**config.mk**
```make
export PLATFORM = sky130hd
export DESIGN_NAME = bcc_config_regs
export DESIGN_NICKNAME = d
export VERILOG_FILES = /design/src/hw/bcc_cycle_timer.v /design/src/hw/bcc_config_regs.v
export VERILOG_INCLUDE_DIRS = /design/src /design/src/pkg
export SDC_FILE = /design/constraint.sdc
export NUM_CORES = 1
export LEC_CHECK = 0
export BUFFER_PORTS_ARGS = -buffer_cell sky130_fd_sc_hd__buf_4
export CAP_MARGIN = 25
export CORE_MARGIN = 1.5
export CORE_UTILIZATION = 45
export DETAILED_ROUTE_END_ITERATION = 7
export HOLD_SLACK_MARGIN = 0.06
export PLACE_DENSITY = 0.79
export SYNTH_ARGS = -nofsm -noshare
export SYNTH_HDL_FRONTEND = slang
export SYNTH_HIERARCHICAL = 1
export SYNTH_SLANG_ARGS = --single-unit
```
**constraint.sdc**
```tcl
create_clock -name clk -period 2.5 [get_ports clk]
set_clock_uncertainty 0.15 [all_clocks]
set_input_delay 0.25 -clock clk [delete_from_list [all_inputs] [get_ports clk]]
set_output_delay 0.25 -clock clk [all_outputs]
set_load 0.1 [all_outputs]
```
**src/pkg/bcc_consts.vh**
```
// constants for the bus controller configuration register bank
`ifndef BCC_CONSTS_VH
`define BCC_CONSTS_VH
`define BCC_PORT_INDEX      16'h0022
`define BCC_PORT_DATA       16'h0023
`define BCC_IDX_PROC_CLK    8'h60
`define BCC_IDX_CMD_DELAY   8'h61
`define BCC_IDX_WAIT_STATE  8'h62
`define BCC_RST_PROC_CLK    8'h00
`define BCC_RST_CMD_DELAY   8'h45
`define BCC_RST_WAIT_STATE  8'h3C
`define BCC_MASK_PROC_CLK   8'h35
`define BCC_MASK_CMD_DELAY  8'hFF
`define BCC_MASK_WAIT_STATE 8'h3F
`define BCC_BIT_TIMEOUT     0
`define BCC_BIT_NMI_EN      2
`define BCC_BIT_CLK_SEL     4
`define BCC_BIT_ALT_RESET   5
`define BCC_CPU_RESET_CYC   5'h10
`define BCC_TIMEOUT_CYC     8'h80
`define BCC_BUS_CLK_HALF    2'h0
`define BCC_BUS_CLK_FULL    2'h1
`define BCC_BUS_CLK_EXT     2'h2
`endif

```
**src/hw/bcc_cycle_timer.v**
```verilog
// cycle counter that fires once a threshold is reached while armed
`timescale 1ns/10ps
`default_nettype none
module bcc_cycle_timer #(
    parameter WIDTH = 8
) (
    input  wire             clk,
    input  wire             srst,
    input  wire             start,
    input  wire             stop,
    input  wire [WIDTH-1:0] limit,
    output reg              running,
    output reg              done
);
    reg [WIDTH-1:0] count;

    // start loads, counting runs while armed, done pulses at limit
    always @(posedge clk) begin
        if (srst) begin
            count   <= {WIDTH{1'b0}};
            running <= 1'b0;
            done    <= 1'b0;
        end else begin
            done <= 1'b0;
            if (stop) begin
                running <= 1'b0;
                count   <= {WIDTH{1'b0}};
            end else if (start) begin
                running <= 1'b1;
                count   <= {{(WIDTH-1){1'b0}}, 1'b1};
            end else if (running) begin
                if (count == limit) begin
                    running <= 1'b0;
                    done    <= 1'b1;
                end else begin
                    count <= count + {{(WIDTH-1){1'b0}}, 1'b1};
                end
            end
        end
    end
endmodule
`default_nettype wire

```
**src/hw/bcc_config_regs.v**
```verilog
// indexed configuration register bank of the bus controller
`timescale 1ns/10ps
`default_nettype none
`include "bcc_consts.vh"
module bcc_config_regs #(
    parameter [1:0] REVISION = 2'h0  // arbitrary value
) (
    input  wire        clk,
    input  wire        srst,
    input  wire [15:0] io_addr,
    input  wire [7:0]  io_wdata,
    input  wire        io_wr,
    input  wire        io_rd,
    input  wire        at_cycle_flag,
    input  wire        ready_n,
    output reg  [7:0]  io_rdata,
    output reg         io_rvalid,
    output reg         cpu_reset,
    output reg         timeout_nmi,
    output reg         proc_clk_sel_bus,
    output reg  [1:0]  io_cmd_delay,
    output reg  [1:0]  mem8_cmd_delay,
    output reg  [1:0]  mem16_cmd_delay,
    output reg         quick_mode_en,
    output reg         addr_hold_en,
    output reg  [1:0]  bus_clk_sel,
    output reg  [2:0]  mem8_wait_states,
    output reg  [1:0]  mem16_wait_states
);
    reg  [7:0] index;
    reg        index_valid;
    reg  [7:0] proc_clk_reg;
    reg  [7:0] cmd_delay_reg;
    reg  [7:0] wait_reg;
    reg        flag_s1;
    reg        flag_s2;
    reg        flag_d;
    reg        ready_s1;
    reg        ready_s2;
    reg  [4:0] reset_cnt;
    reg  [7:0] next_rdata;
    wire       data_wr;
    wire       data_rd;
    wire       cycle_start;
    wire       cycle_end;
    wire       timeout_hit;
    wire       timer_running;
    wire [7:0] wdata_proc;

    assign data_wr = io_wr && (io_addr == `BCC_PORT_DATA) && index_valid;
    assign data_rd = io_rd && (io_addr == `BCC_PORT_DATA) && index_valid;

    // index latch: each data access consumes the index
    always @(posedge clk) begin
        if (srst) begin
            index       <= 8'h00;
            index_valid <= 1'b0;
        end else if (io_wr && io_addr == `BCC_PORT_INDEX) begin
            index       <= io_wdata;
            index_valid <= 1'b1;
        end else if ((io_wr || io_rd) && io_addr == `BCC_PORT_DATA) begin
            index_valid <= 1'b0;
        end
    end

    // two-flop synchronisers for the local bus inputs
    always @(posedge clk) begin
        if (srst) begin
            flag_s1  <= 1'b0;
            flag_s2  <= 1'b0;
            flag_d   <= 1'b0;
            ready_s1 <= 1'b1;
            ready_s2 <= 1'b1;
        end else begin
            flag_s1  <= at_cycle_flag;
            flag_s2  <= flag_s1;
            flag_d   <= flag_s2;
            ready_s1 <= ready_n;
            ready_s2 <= ready_s1;
        end
    end

    assign cycle_start = flag_s2 && !flag_d;
    assign cycle_end   = !ready_s2;

    // times each local cycle from the flag to READY
    bcc_cycle_timer #(
        .WIDTH(8)
    ) u_timeout (
        .clk    (clk),
        .srst   (srst),
        .start  (cycle_start),
        .stop   (cycle_end),
        .limit  (`BCC_TIMEOUT_CYC),
        .running(timer_running),
        .done   (timeout_hit)
    );

    // only writable bits of the processor clock register are stored
    assign wdata_proc = io_wdata & `BCC_MASK_PROC_CLK & 8'hFE;

    // register writes; the timeout flag is hardware set, software clear
    always @(posedge clk) begin
        if (srst) begin
            proc_clk_reg  <= `BCC_RST_PROC_CLK;
            cmd_delay_reg <= `BCC_RST_CMD_DELAY;
            wait_reg      <= `BCC_RST_WAIT_STATE;
        end else begin
            if (data_wr && index == `BCC_IDX_PROC_CLK) begin
                proc_clk_reg <= {2'b00, wdata_proc[5:1],
                                 proc_clk_reg[`BCC_BIT_TIMEOUT] & io_wdata[0]};
            end
            if (timeout_hit) begin
                proc_clk_reg[`BCC_BIT_TIMEOUT] <= 1'b1;
            end
            if (data_wr && index == `BCC_IDX_CMD_DELAY) begin
                cmd_delay_reg <= io_wdata & `BCC_MASK_CMD_DELAY;
            end
            if (data_wr && index == `BCC_IDX_WAIT_STATE) begin
                wait_reg <= io_wdata & `BCC_MASK_WAIT_STATE;
            end
        end
    end

    // alternate CPU reset pulse on a rising write of bit 5
    always @(posedge clk) begin
        if (srst) begin
            reset_cnt <= 5'h00;
            cpu_reset <= 1'b0;
        end else if (data_wr && index == `BCC_IDX_PROC_CLK &&
                     io_wdata[`BCC_BIT_ALT_RESET] &&
                     !proc_clk_reg[`BCC_BIT_ALT_RESET]) begin
            reset_cnt <= `BCC_CPU_RESET_CYC;
            cpu_reset <= 1'b1;
        end else if (reset_cnt != 5'h00) begin
            reset_cnt <= reset_cnt - 5'h01;
            cpu_reset <= (reset_cnt != 5'h01);
        end else begin
            cpu_reset <= 1'b0;
        end
    end

    // read multiplexer
    always @* begin
        next_rdata = 8'h00;
        case (index)
            `BCC_IDX_PROC_CLK:   next_rdata = {REVISION, proc_clk_reg[5:0]};
            `BCC_IDX_CMD_DELAY:  next_rdata = cmd_delay_reg;
            `BCC_IDX_WAIT_STATE: next_rdata = wait_reg;
            default:             next_rdata = 8'h00;
        endcase
    end

    // registered read data and decoded control outputs
    always @(posedge clk) begin
        if (srst) begin
            io_rdata          <= 8'h00;
            io_rvalid         <= 1'b0;
            timeout_nmi       <= 1'b0;
            proc_clk_sel_bus  <= 1'b0;
            io_cmd_delay      <= 2'h1;
            mem8_cmd_delay    <= 2'h1;
            mem16_cmd_delay   <= 2'h0;
            quick_mode_en     <= 1'b0;
            addr_hold_en      <= 1'b0;
            bus_clk_sel       <= 2'h0;
            mem8_wait_states  <= 3'h5;
            mem16_wait_states <= 2'h3;
        end else begin
            io_rvalid <= data_rd;
            if (data_rd) begin
                io_rdata <= next_rdata;
            end
            timeout_nmi       <= proc_clk_reg[`BCC_BIT_NMI_EN] &
                                 proc_clk_reg[`BCC_BIT_TIMEOUT];
            proc_clk_sel_bus  <= proc_clk_reg[`BCC_BIT_CLK_SEL];
            io_cmd_delay      <= cmd_delay_reg[1:0];
            mem8_cmd_delay    <= cmd_delay_reg[3:2];
            mem16_cmd_delay   <= cmd_delay_reg[5:4];
            quick_mode_en     <= ~cmd_delay_reg[6];
            addr_hold_en      <= cmd_delay_reg[7] & ~cmd_delay_reg[6] ? 1'b0 :
                                 cmd_delay_reg[7] &
                                 (wait_reg[1:0] == `BCC_BUS_CLK_HALF);
            bus_clk_sel       <= wait_reg[1:0];
            mem8_wait_states  <= {1'b0, wait_reg[3:2]} + 3'h2;
            mem16_wait_states <= wait_reg[5:4];
        end
    end
endmodule
`default_nettype wire

```
==> run metrics <==
Final Setup Violations=0; Post-Syn Area=about 0.0031 mm2; fin util=between 50% and 60%; Post-CTS Setup Repair Bufs=0; Routability Congestion=slightly above 0.8; Detailed Place HPWL=roughly 4.5 mm; worst reg-to-reg setup slack=around 0.48 ns; largest fanout on the critical path=7; depth of the worst hold-timing path=4; Slowest-stage cell, CP=dlygate4sd3_1; Avg Inst Size Synth=9.48 um2; Max Cap Violations=0; Top FF cell, synth=dfxtp_1; Clk network pwr share=roughly 33%; PortBufs=56; top post-synthesis cells by area=dfxtp_1, mux2i_1, nand2_1, nor2_1, xor2_1; first-pass GRT wire length=between 10 and 15 mm; gr usage total=a little under a fifth; CTS H-Tree Depth=3; pwr dens=607 mW/mm2; final setup TNS=0 ns; final hold violations=0; WL/cell=~13 um; Crit. End Element=flop; cell taking the most area after synthesis=dfxtp_1; via/cell ratio=approximately 5.1; first-pass iteration count of the detailed router=4; Slew Limit Fails=0; Hold EP=index_valid; unrepaired setup endpoints after global routing=no; critical path, cell by cell=dlygate4sd3_1 > buf_4 > nor4_1 > and4_1 > nand3b_1 > mux2i_1; minimum clock period=between 2 and 2.5 ns; FF-to-FF Start=index[2]; Placed Instances=roughly 460; post-synthesis sequential area ratio=between 40% and 50%; status=complete, no violations; root buffer cell=clkbuf_8; hold path start=io_addr[0]; Die Span Y=between 80 and 90 um; CP required=~2.6 ns; CP startpoint=io_addr[10]; fillcell total=about 570; Initial Util=between 40% and 50%; Post-synth ARST share=0%; total gr overflow=0; area post-placement=~0.0036 mm2; Nets=440; vias in the first global route=around 2400; clock buffer depth=2; CTS tree=yes; Die Wd=between 80 and 90 um; Sw Ratio=around a quarter; net switching power figure=~0.00063 W; fin area=approximately 0.0040 mm2; RR Endpoint=reset_cnt[0]; Cell Rows=30; crit path DAT=roughly 2.3 ns; Worst-path clk slew=0.07 ns; Final period util=90.4%; initial antenna violation count=0; register share of total power=approximately half; routed via count=2503; die area=0.00740 mm2; share of the synthesized area in the top cell type=between 40% and 50%; Setup CP Type=in2reg; slew margin rel.=55.9%; Synth Warn #=6; Num CTS Buffers=9; overall routed net length=between 6 and 7 mm; internal power=~0.0018 W; Layout area overhead=27.4%; pin count of the biggest net entering global routing=30; Sink Count=74; Ports=57; Routed Antenna Nets=0; Post-synth EDFFs=0; #FFs+latches synth=74; R2R depth=4; Worst-Skew Late Latency=between 0.3 and 0.4 ns; combinational share of power=around 15%; Lkg Pwr=between 1.5 and 2 nW; CP max stage delay=0.56 ns; Worst Tran Pin Value=between 0.6 and 0.7 ns; antenna diode count=0; Startpoint Class=input pin; final std cells w/o fill=489; maximum clock rate=442 MHz; Cell variety after synth=between 40 and 50; maximum VDD drop=0.297 mV; Mapped Cells=approximately 330; Hold Path Class=in2reg; Iteration-0 DRC Markers=around 160; share of post-route cells with drive strength above 1=a little over a fifth; Core Footprint=0.00672 mm2; residual DRC count=0
[through the flow]
step / total power [W] / setup slack, ns / hold slack, ns
2_1_floorplan: 0.00152 / 0.565 / 0.204
3_3_place_gp: 0.00160 / 0.486 / 0.241
3_5_place_dp: 0.00162 / 0.465 / 0.264
4_1_cts: 0.00241 / 0.281 / 0.0711
5_1_grt: 0.00251 / 0.120 / 0.0974
6_report: 0.00240 / 0.239 / 0.0857
[power groups by stage]
stage          clock [W]  sequential [W]  combinational [W]
3_3_place_gp           0         0.00127           0.000338
6_report        0.000790         0.00124           0.000367
5_1_grt         0.000857         0.00125           0.000411
4_1_cts         0.000804         0.00124           0.000368
2_1_floorplan          0         0.00132           0.000201
3_5_place_dp           0         0.00127           0.000348
[worst max path at each step]
stage / to / slack, ns
3_3_place_gp: reset_cnt[1] / 0.49
5_1_grt: index[7] / 0.12
3_5_place_dp: index[2] / 0.46
2_1_floorplan: reset_cnt[0] / 0.56
6_report: index[2] / 0.24
4_1_cts: index[2] / 0.28
[layout by cell type (no fill, tap or decap), drive strengths merged, types with 2 or more instances in the layout]
cell / Yosys / routed
a21oi: 11 / 11
nand4: 8 / 8
nor3: 6 / 6
o22ai: 2 / 2
xor2: 9 / 9
dfxtp: 74 / 74
o21ai: 13 / 13
and4: 3 / 3
mux2i: 29 / 29
clkbuf: 11 / 13
nor4: 6 / 6
nand2b: 4 / 4
o211ai: 8 / 8
nor4b: 4 / 4
o21a: 2 / 2
buf: 3 / 60
nand2: 37 / 37
or3: 3 / 3
conb: 2 / 8
xnor2: 6 / 6
nand3: 5 / 5
a22o: 2 / 2
inv: 19 / 19
nor2: 31 / 31
ha: 3 / 3
or2: 3 / 3
dlygate4sd3: 0 / 17
o2bb2ai: 4 / 4
nor2b: 7 / 7
[worst max-delay path, delay by kind of cell]
| family | cells | cell delay, ns |
|---|---|---|
| buffers and inverters | 2 | 0.71 |
| multiplexers | 1 | 0.22 |
| AND/OR/NAND/NOR | 3 | 1.13 |
[cells in the mapped netlist, drive strengths merged (5+ instances only)]
cell,n
nand4,8
mux2i,29
inv,19
a21oi,11
nor3,6
nor2,31
nor4,6
nand3,5
dfxtp,74
xor2,9
clkbuf,11
xnor2,6
o21ai,13
nand2,37
nor2b,7
o211ai,8
[cell type report]
class,instances,area [um2],area share [%]
inverter,20,75.1,1.90
timing repair buffer,77,621,15.7
clock buffer,13,159,4.02
multi-input combinational,225,1510,38.3
tap,80,100,2.53
sequential,74,1480,37.5
[cells by family (layout without fill, tap and decap cells)]
family | Yosys count | count (layout) | synth area share [%]
buf+inv | 34 | 110 | 4.12
other cells | 2 | 8 | 0.242
mux | 30 | 30 | 9.73
compound gates | 46 | 46 | 10.5
flops | 74 | 74 | 47.8
simple gates | 123 | 123 | 22.2
fa+ha+maj | 3 | 3 | 1.21
xor+xnor | 15 | 15 | 4.24
[routing by layer]
metal / track usage [%] / wire length (um) / vias to the layer above
met5: 0 / 0 / -
met4: 11.0 / 157 / 0
met3: 3.46 / 347 / 11
met1: 24.4 / 2910 / 1146
li1: - / - / 1274
met2: 30.3 / 3050 / 72
[what timing repair did]
item,CTS,global route
hold buffers,17,0
setup endpoints to repair,0,0
gates resized for setup,0,0
endpoints found under the hold margin,17,0
(Power assumes the default switching activity.)
